==> config.mk <==
export PLATFORM = sky130hd
export DESIGN_NAME = thermal_sensor_register_set
export DESIGN_NICKNAME = d
export VERILOG_FILES = /design/src/thermal_regs_pkg.sv /design/src/alarm_link_if.sv /design/src/alarm_evaluator.sv /design/src/thermal_sensor_register_set.sv
export SDC_FILE = /design/constraint.sdc
export NUM_CORES = 1
export LEC_CHECK = 0
export BUFFER_PORTS_ARGS = -buffer_cell sky130_fd_sc_hd__clkbuf_2
export CORE_UTILIZATION = 25
export CTS_CLUSTER_DIAMETER = 200
export DETAILED_ROUTE_END_ITERATION = 7
export SLEW_MARGIN = 20
export SYNTH_ARGS = -nofsm -noshare
export SYNTH_HDL_FRONTEND = slang
export SYNTH_SLANG_ARGS = --single-unit
==> constraint.sdc <==
create_clock -name clk_sys_in -period 2.6 [get_ports clk_sys_in]
set_clock_uncertainty 0.15 [all_clocks]
set_input_delay 0.13 -clock clk_sys_in [delete_from_list [all_inputs] [get_ports clk_sys_in]]
set_output_delay 0.13 -clock clk_sys_in [all_outputs]
set_load 0.05 [all_outputs]
==> src/thermal_regs_pkg.sv <==
package thermal_regs_pkg;

  // Register index as presented by the serial engine's pointer
  localparam logic [1:0] TEMP_INDEX = 2'h0;
  localparam logic [1:0] SETTINGS_INDEX = 2'h1;
  localparam logic [1:0] LOWER_INDEX = 2'h2;
  localparam logic [1:0] UPPER_INDEX = 2'h3;

  // Settings field positions
  localparam int SHUTDOWN_BIT = 0;
  localparam int MODE_BIT = 1;
  localparam int INVERT_BIT = 2;
  localparam int FAULT_LO_BIT = 3;
  localparam int FAULT_HI_BIT = 4;
  localparam int RESERVED_BIT = 7;
  localparam logic [7:0] SETTINGS_WRITE_MASK = 8'h7F;

  // Reset values
  localparam logic [7:0] SETTINGS_RESET = 8'h00;
  localparam logic [15:0] TEMP_RESET = 16'h0000;
  localparam logic [15:0] UPPER_RESET = 16'h5000;
  localparam logic [15:0] LOWER_RESET = 16'h4B00;

  // Temperature word layout
  localparam int SAMPLE_W = 9;
  localparam int SAMPLE_MSB = 15;
  localparam int SAMPLE_LSB = 7;
  localparam logic [6:0] LOW_BITS_ZERO = 7'h00;

  // Consecutive fault counts
  localparam logic [2:0] FAULTS_SEL0 = 3'h1;
  localparam logic [2:0] FAULTS_SEL1 = 3'h2;
  localparam logic [2:0] FAULTS_SEL2 = 3'h4;
  localparam logic [2:0] FAULTS_SEL3 = 3'h6;
  localparam logic [2:0] COUNT_ZERO = 3'h0;

  typedef enum logic [1:0] {ARM_HOT, FIRED_HOT, ARM_COLD, FIRED_COLD} alarm_state_t;

  typedef struct packed {
    alarm_state_t state;
    logic [2:0] count;
  } evaluator_state_t;

  typedef struct packed {
    logic [7:0] settings;
    logic [15:0] temp_word;
    logic [15:0] upper;
    logic [15:0] lower;
    logic [15:0] read_data;
    logic converting;
    logic shutdown_seen;
    logic alarm_pin;
    logic alarm_oe;
  } regs_state_t;

  function automatic logic [2:0] fault_limit(input logic [1:0] sel);
    case (sel)
      2'h0: fault_limit = FAULTS_SEL0;
      2'h1: fault_limit = FAULTS_SEL1;
      2'h2: fault_limit = FAULTS_SEL2;
      default: fault_limit = FAULTS_SEL3;
    endcase
  endfunction

  function automatic logic [SAMPLE_W-1:0] trip_sample(input logic [15:0] word);
    trip_sample = word[SAMPLE_MSB:SAMPLE_LSB];
  endfunction

  function automatic logic [15:0] temp_from_sample(input logic [SAMPLE_W-1:0] s);
    temp_from_sample = {s, LOW_BITS_ZERO};
  endfunction

endpackage

==> src/alarm_link_if.sv <==
`timescale 1ns/100ps
interface alarm_link_if;
  logic sample_valid;
  logic [8:0] sample;
  logic [8:0] upper;
  logic [8:0] lower;
  logic interrupt_mode;
  logic [1:0] fault_sel;
  logic clear;
  logic alarm_active;

  modport evaluator (
    input sample_valid, sample, upper, lower, interrupt_mode, fault_sel, clear,
    output alarm_active
  );
  modport owner (
    output sample_valid, sample, upper, lower, interrupt_mode, fault_sel, clear,
    input alarm_active
  );
endinterface

==> src/alarm_evaluator.sv <==
`timescale 1ns/100ps
module alarm_evaluator
  import thermal_regs_pkg::*;
(
  // Clock and reset
  input wire logic clk_sys_in,
  input wire logic rst_in,
  // Link to register set
  alarm_link_if.evaluator lnk
);

  evaluator_state_t cur_ff;
  evaluator_state_t nxt_state;
  logic hot;
  logic cold;
  logic [2:0] limit;
  logic [2:0] bumped;

  assign hot = $signed(lnk.sample) > $signed(lnk.upper);
  assign cold = $signed(lnk.sample) < $signed(lnk.lower);
  assign limit = fault_limit(lnk.fault_sel);
  assign bumped = cur_ff.count + 3'h1;
  assign lnk.alarm_active = (cur_ff.state == FIRED_HOT) || (cur_ff.state == FIRED_COLD);

  always_comb begin
    nxt_state = cur_ff;
    case (cur_ff.state)
      ARM_HOT: begin
        if (lnk.sample_valid) begin
          if (!hot) begin
            nxt_state.count = COUNT_ZERO;
          end else if (bumped >= limit) begin
            nxt_state.state = FIRED_HOT;
            nxt_state.count = COUNT_ZERO;
          end else begin
            nxt_state.count = bumped;
          end
        end
      end
      FIRED_HOT: begin
        if (lnk.interrupt_mode) begin
          if (lnk.clear) begin
            nxt_state.state = ARM_COLD;
            nxt_state.count = COUNT_ZERO;
          end
        end else if (lnk.sample_valid) begin
          if (!cold) begin
            nxt_state.count = COUNT_ZERO;
          end else if (bumped >= limit) begin
            nxt_state.state = ARM_HOT;
            nxt_state.count = COUNT_ZERO;
          end else begin
            nxt_state.count = bumped;
          end
        end
      end
      ARM_COLD: begin
        if (!lnk.interrupt_mode) begin
          nxt_state.state = ARM_HOT;
          nxt_state.count = COUNT_ZERO;
        end else if (lnk.sample_valid) begin
          if (!cold) begin
            nxt_state.count = COUNT_ZERO;
          end else if (bumped >= limit) begin
            nxt_state.state = FIRED_COLD;
            nxt_state.count = COUNT_ZERO;
          end else begin
            nxt_state.count = bumped;
          end
        end
      end
      FIRED_COLD: begin
        if (!lnk.interrupt_mode || lnk.clear) begin
          nxt_state.state = ARM_HOT;
          nxt_state.count = COUNT_ZERO;
        end
      end
      default: nxt_state = '{state: ARM_HOT, count: COUNT_ZERO};
    endcase
  end

  always_ff @(posedge clk_sys_in or posedge rst_in) begin
    if (rst_in) begin
      cur_ff <= '{state: ARM_HOT, count: COUNT_ZERO};
    end else begin
      cur_ff <= nxt_state;
    end
  end
endmodule

==> src/thermal_sensor_register_set.sv <==
// Overview of operation
// - Settings bits 6..0 read and write; bit 7 reserved, reads zero.
// - Settings register volatile, all zero after every power-on.
// - Settings: shutdown bit 0, mode 1, polarity 2, fault count 3..4.
// - Mode bit 0 gives comparator alarm, 1 gives latched interrupt alarm.
// - Temperature is 16-bit read-only, refreshed on each conversion finished outside a read cycle.
// - Result always feeds alarm; readable copy updates only outside read cycles.
// - Alarm evaluation continues on every new result regardless of bus traffic.
// - During a read the old temperature is returned; later conversion updates.
// - Sign at bit 15, nine-bit value at 15..7, bits 6..0 zero.
// - Temperature register is zero at power-on.
// - Upper trip register is 16-bit read and write, temperature layout.
// - Upper trip register resets to 80 degrees.
// - Comparisons use only the nine top bits of trip registers.
// - Lower trip register is 16-bit read and write, temperature layout.
// - Lower trip register resets to 75 degrees.
// - Temperature may be read at any time without waiting.
// - Fault count selects 1, 2, 4 or 6 consecutive out-of-limit results.
// - Latched alarm released by any read or entering shutdown; a latched cold alarm also by clearing the mode bit.
// - Shutdown finishes current conversion then stops; zero resumes; bus keeps working.
`timescale 1ns/100ps
module thermal_sensor_register_set
  import thermal_regs_pkg::*;
(
  // Clock and reset
  input wire logic clk_sys_in,
  input wire logic rst_in,
  // Register access from the serial engine
  input wire logic [1:0] reg_index_in,
  input wire logic write_strobe_in,
  input wire logic [15:0] write_data_in,
  input wire logic read_strobe_in,
  input wire logic read_cycle_active_in,
  output logic [15:0] read_data_out,
  // Converter
  input wire logic conversion_done_in,
  input wire logic [8:0] conversion_result_in,
  output logic conversion_enable_out,
  // Alarm pin, open drain
  output logic alarm_output_out,
  output logic alarm_output_oe_out
);

  localparam regs_state_t REGS_RESET = '{
    settings: SETTINGS_RESET,
    temp_word: TEMP_RESET,
    upper: UPPER_RESET,
    lower: LOWER_RESET,
    read_data: TEMP_RESET,
    converting: 1'b1,
    shutdown_seen: 1'b0,
    alarm_pin: 1'b1,
    alarm_oe: 1'b0
  };

  regs_state_t cur_ff;
  regs_state_t nxt_regs;
  logic shutdown_entry;
  logic alarm_level;

  alarm_link_if lnk ();

  alarm_evaluator u_alarm_evaluator (
    .clk_sys_in(clk_sys_in),
    .rst_in(rst_in),
    .lnk(lnk)
  );

  // Register view presented to a read
  function automatic logic [15:0] read_view(input logic [1:0] idx, input regs_state_t s);
    case (idx)
      TEMP_INDEX: read_view = s.temp_word;
      SETTINGS_INDEX: read_view = {8'h00, s.settings};
      LOWER_INDEX: read_view = s.lower;
      default: read_view = s.upper;
    endcase
  endfunction

  // Every finished result reaches the evaluator, read or not
  assign lnk.sample_valid = conversion_done_in;
  assign lnk.sample = conversion_result_in;
  assign lnk.upper = trip_sample(cur_ff.upper);
  assign lnk.lower = trip_sample(cur_ff.lower);
  assign lnk.interrupt_mode = cur_ff.settings[MODE_BIT];
  assign lnk.fault_sel = {cur_ff.settings[FAULT_HI_BIT], cur_ff.settings[FAULT_LO_BIT]};
  assign lnk.clear = read_strobe_in | shutdown_entry;

  assign alarm_level = ~(lnk.alarm_active ^ cur_ff.settings[INVERT_BIT]);

  always_comb begin
    nxt_regs = cur_ff;
    shutdown_entry = 1'b0;
    if (write_strobe_in) begin
      case (reg_index_in)
        SETTINGS_INDEX: begin
          // Reserved top bit never stored
          nxt_regs.settings = write_data_in[7:0] & SETTINGS_WRITE_MASK;
          shutdown_entry = write_data_in[SHUTDOWN_BIT] & ~cur_ff.settings[SHUTDOWN_BIT];
        end
        UPPER_INDEX: nxt_regs.upper = write_data_in;
        LOWER_INDEX: nxt_regs.lower = write_data_in;
        default: nxt_regs.temp_word = cur_ff.temp_word;
      endcase
    end
    // Readable copy frozen while a read is in flight
    if (conversion_done_in && !read_cycle_active_in) begin
      nxt_regs.temp_word = temp_from_sample(conversion_result_in);
    end
    if (read_strobe_in) begin
      nxt_regs.read_data = read_view(reg_index_in, cur_ff);
    end
    // Converter runs until the result after a shutdown request lands
    if (!cur_ff.settings[SHUTDOWN_BIT]) begin
      nxt_regs.converting = 1'b1;
    end else if (conversion_done_in) begin
      nxt_regs.converting = 1'b0;
    end
    nxt_regs.shutdown_seen = cur_ff.settings[SHUTDOWN_BIT];
    nxt_regs.alarm_pin = alarm_level;
    nxt_regs.alarm_oe = ~alarm_level;
  end

  always_ff @(posedge clk_sys_in or posedge rst_in) begin
    if (rst_in) begin
      cur_ff <= REGS_RESET;
    end else begin
      cur_ff <= nxt_regs;
    end
  end

  assign read_data_out = cur_ff.read_data;
  assign conversion_enable_out = cur_ff.converting;
  assign alarm_output_out = cur_ff.alarm_pin;
  assign alarm_output_oe_out = cur_ff.alarm_oe;
endmodule
==> After elaboration in Yosys (flattened, before gate mapping) <==
Cells that the tools add are included.
{ "totals": {"ff_bits": 79, "in_bits": 33, "output_inout_bits": 19, "word_cells": 76} }
{ "classes": {"n_addsub": 1, "magnitude_cmp": 3, "n_eq_ne": 20, "n_mux": 24, "bitwise_logic": 5, "reduce_logical": 13} }
{ "ops": {"columns": ["cell", "count"], "rows": [
  ["one-hot mux 16 bit (3 select lines)", 1],
  ["two-way mux 5 bit", 7],
  ["one-hot mux 5 bit (4 select lines)", 1],
  ["two-way mux 16 bit", 1],
  ["two-way mux 2 bit", 6],
  ["!= test 3 x 2 -> 1 bit (second input constant)", 4],
  ["AND reduction 11 bit", 1],
  ["equality test 2 bit (second input constant)", 5],
  ["greater-than comparator 9 bit", 1],
  ["less-than comparator 9 bit", 1],
  ["two-way mux 3 bit", 3],
  ["!= test 3 bit (second input constant)", 3],
  ["one-hot mux 3 bit (3 select lines)", 1],
  ["equality test 2 x 1 -> 1 bit (second input constant)", 3],
  ["zero test 2 bit", 3],
  ["!= test 2 bit (second input constant)", 3],
  ["AND reduction 2 bit", 3],
  ["AND reduction 5 bit", 1],
  ["two-way mux 1 bit", 4],
  ["!= test 2 x 1 -> 1 bit (second input constant)", 2],
  ["adder 3 x 1 -> 3 bit (second input constant)", 1],
  ["greater-or-equal comparator 3 bit", 1],
  ["zero test 1 bit", 2],
  ["logical OR 1 bit", 2],
  ["5 further kinds", 6]
]} }

==> Longest topological paths before layout <==
{ "logic_depth": {"word_depth": 8, "ltp_mapped": 8} }

==> Cells and area by module <==
Synthesis repeated with hierarchy kept, for this count alone.
{ "hier_totals": {"hier_cells": 335, "hier_area_um2": 3870.0} }
{ "by_module_without_submodules": {"columns": ["mod", "n_inst", "cells_each", "area_each_um2", "seq_area_each_um2"], "rows": [
  ["thermal_sensor_register_set", 1, 222, 3017.9, 1686.6],
  ["alarm_evaluator", 1, 113, 852.1, 125.1]
]} }

==> Worst setup path before layout <==
No wires, ideal clock.
{ "synth_path": {"path_type": "register to register", "start": "reg cur_ff[50] (netlist name)", "end": "reg u_alarm_evaluator.cur_ff[2] (netlist name)", "arrival_time_ns": 1.759, "path_slack_ns": 0.557, "path_stages_with_launch": 9, "path_buffers": 0, "cell_sequence": "dfstp_2 -> inv_1 -> ha_1 -> nand3_1 -> o311a_1 -> a21oi_1 -> o21ai_1 -> o211ai_1 -> o211ai_1"} }
{ "synth_between": {"elab_chain_len": 4} }
{ "synth_rtl": {"columns": ["element", "line_no", "rtl"], "rows": [
  ["start, declared", "thermal_sensor_register_set.sv:56", "regs_state_t cur_ff;"],
  ["start signal, assigned", "thermal_sensor_register_set.sv:127", "cur_ff <= nxt_regs;"],
  ["greater-than comparator 9 bit", "alarm_evaluator.sv:19", "assign hot = $signed(lnk.sample) > $signed(lnk.upper);"],
  ["two-way mux 3 bit", "alarm_evaluator.sv:30", "if (!hot) begin"],
  ["two-way mux 5 bit", "alarm_evaluator.sv:29", "if (lnk.sample_valid) begin"],
  ["one-hot mux 5 bit (4 select lines)", "alarm_evaluator.sv:27", "case (cur_ff.state)"],
  ["end signal, assigned", "alarm_evaluator.sv:84", "cur_ff <= '{state: ARM_HOT, count: COUNT_ZERO};"],
  ["end signal, assigned", "alarm_evaluator.sv:86", "cur_ff <= nxt_state;"],
  ["end, declared", "alarm_evaluator.sv:12", "evaluator_state_t cur_ff;"]
]} }
Every way passes these cells. The select of a mux whose other input is x is not followed.
A chain may end at the register's enable or synchronous reset.

==> Final worst setup path <==
Ends and elaborated chain as after synthesis.

==> metrics.txt <==
status=finished, violations left; failing checks=design-rule violations; I/O Buffers=51; #FFs+latches synth=72; Total Routing Usage GR=0.122; hold crit path type=in2reg; Layout area overhead=24.2%; num ports=52; post-route antenna net violation count=0; Layout fillers=around 1500; largest area contributor in the netlist=dfrtp_1; DR vias=2695; worst skew pair latency=0.33 ns; CTS tree=yes; r2r worst-path depth=8; dpl cells=roughly 550; post-synthesis cell area=~3800 µm²; first-pass GRT wire length=14700 µm; DRT Wirelength=8660 µm; Setup TNS=0 ns; maxcap violations=0; Core Area=approximately 15000 µm²; layout cells sized above 1=0.346; RSZ-0062 raised after global routing=no; Max Buffers Root-to-Sink=2; Die Wd=about 120 µm; initial antenna violation count=0; peak supply drop=0.000318 V; Hold Path Depth=3; Synth top area share=0.425; Synth area leaders=dfrtp_1 (42%), mux2_2 (17%), ha_1 (7.0%), dfstp_2 (5.6%), a21oi_1 (3.2%); Tot Pwr=3.66 mW; post-CTS resize count=0; largest net degree at the start of global routing=47; DR WL/cell=~15 µm; Root Buffer=clkbuf_16; Placer Congestion=0.800; Worst-path clk slew=0.06 ns; Initial Utilization=0.258; nets=462; Fin. Hold Viols=0; HPWL after DPL=about 6400 µm; fin util=0.320; CP required=~2.7 ns; static leakage=2.17 nW; grt met1 use=0.156; kind of critical path=reg2reg; Max Clk Rate=448 MHz; Via density=about 4.5; H-Tree Depth=3; DR pass1 iterations=6; met2 Usage GRT=0.201; Overflow after GRT=0; Seq/Total Area, Yosys=0.480; Cell Pwr Density=782 nW/µm²; Yosys Warn Count=0; Setup-failing EPs final=0; Arr. time, crit path=between 2 and 2.5 ns; Netlist cell types=about 40; Net Count, Synth=a little under 400; Iter 0 DRT Violations=150; cts bufs inserted=9; most used routing layer=met2; final non-filler cell total=597; Worst Path Max Fanout=4; fin crit share=0.859; number of global-route vias before repair=approximately 2800; Worst setup SP type=register; Pins Over Slew Limit=0; Die ar.=15600 µm²; Die Y=125 µm; CP Capture Type=register; Syn Area/Cell=11.1 µm²; TritonCTS Sinks=a little over 70; DRC=4; # diodes=0; Slew HR=0.596; grt met3 use=0.0258; post-route minimum period=2.23 ns; Rows=44; Worst Tran Pin Value=0.605 ns; Syn Inst Count=341
power by group:
| part | leakage (nW) | switching (mW) | internal (mW) |
|---|---|---|---|
| Combinational | 1.19 | 0.608 | 0.439 |
| Sequential | 0.848 | 0.146 | 1.36 |
| Clock | 0.132 | 0.472 | 0.640 |
sequential cells by signal, summed over array words and instances, names as in the netlist:
register,count
alarm_output_oe_out,1
u_alarm_evaluator.cur_ff,5
read_data_out,16
alarm_output_out,1
cur_ff,48
conversion_enable_out,1
through the flow:
step | setup WS, ns | hold slack [ns] | cell area, µm²
2_1_floorplan | 0.508 | 0.0430 | 3770
3_3_place_gp | 0.457 | 0.0523 | 4150
3_5_place_dp | 0.391 | 0.0737 | 4150
4_1_cts | 0.367 | 0.128 | 4680
5_1_grt | 0.232 | 0.142 | 4680
6_report | 0.365 | 0.125 | 4680
per-layer routing:
layer  up-vias  share of wire  wire length, µm
li1       1322              -                -
met1      1313           0.48             4140
met2        52           0.47             4070
met3         8          0.035              306
met4         0          0.016              140
met5         -              0                0
cell usage in the layout, fill, tap and decap left out, drive strengths merged, types with 2 or more instances in the layout:
master,instances
nor2,21
nand3,4
o21ai,14
nor2b,5
mux2,56
a21oi,25
dfrtp,64
ha,21
nand2b,6
buf,8
dlygate4sd3,27
nand2,19
a21o,3
inv,24
clkinv,5
and3,3
a22oi,16
clkbuf,61
nand4,2
o211ai,2
dfstp,8
nand3b,2
xor2,2
worst max-delay path, stage by stage (launching register included):
cell	delay (ns)
dfstp_2	0.54
inv_1	0.05
ha_1	0.28
nand3_1	0.09
o311a_1	0.35
a21oi_1	0.14
o21ai_1	0.13
o211ai_1	0.27
o211ai_1	0.11
path summary, 6_finish.rpt:
check | startpoint | endpoint | slack [ns]
setup / recovery | cur_ff[50]$_DFFE_PP1P_ | u_alarm_evaluator.cur_ff[2]$_DFFE_PP0P_ | 0.37
hold / removal | reg_index_in[0] | cur_ff[69]$_DFFE_PP0P_ | 0.13
setup reg to reg | cur_ff[50]$_DFFE_PP1P_ | u_alarm_evaluator.cur_ff[2]$_DFFE_PP0P_ | 0.37
hold reg to reg | cur_ff[68]$_DFFE_PP0P_ | conversion_enable_out$_DFFE_PP1P_ | 0.33
max in group asynchronous | rst_in | conversion_enable_out$_DFFE_PP1P_ | 1.30
min in group asynchronous | rst_in | read_data_out[8]$_DFFE_PP0P_ | 0.26
cell type report:
type / count / area, µm² / area share
Multi-Input combinational cell: 215 / 1690 / 0.361
Clock buffer: 10 / 229 / 0.0489
Sequential cell: 72 / 1810 / 0.387
Inverter: 24 / 90.1 / 0.0192
Clock inverter: 6 / 36.3 / 0.00775
Timing Repair Buffer: 86 / 598 / 0.128
Tap cell: 184 / 230 / 0.0491
cell usage after synthesis, drive strengths merged:
cell	n
dfrtp	64
mux2	56
a21oi	25
inv	24
buf	23
ha	21
nor2	21
nand2	19
a22oi	16
o21ai	14
dfstp	8
clkbuf	7
nand2b	6
nor2b	5
nand3	4
a21o	3
and3	3
nand3b	2
nand4	2
o211ai	2
xor2	2
a211oi	1
a32oi	1
and4	1
mux2i	1
nand4b	1
nor3	1
nor4	1
o21a	1
o21bai	1
o221ai	1
o2bb2ai	1
o311a	1
or3	1
or4	1
what timing repair did:
item                                   CTS  global route
hold buffers                            27             0
endpoints found under the hold margin   71             0
buffers inserted                         0             0
logic make-up after synthesis:
group,after synthesis,share of synthesized area
flops,72,0.480
mux,57,0.170
fa+ha+maj,21,0.0697
compound gates,67,0.112
xor+xnor,2,0.00465
simple gates,68,0.0916
buf+inv,54,0.0717
(Power assumes the default switching activity.)
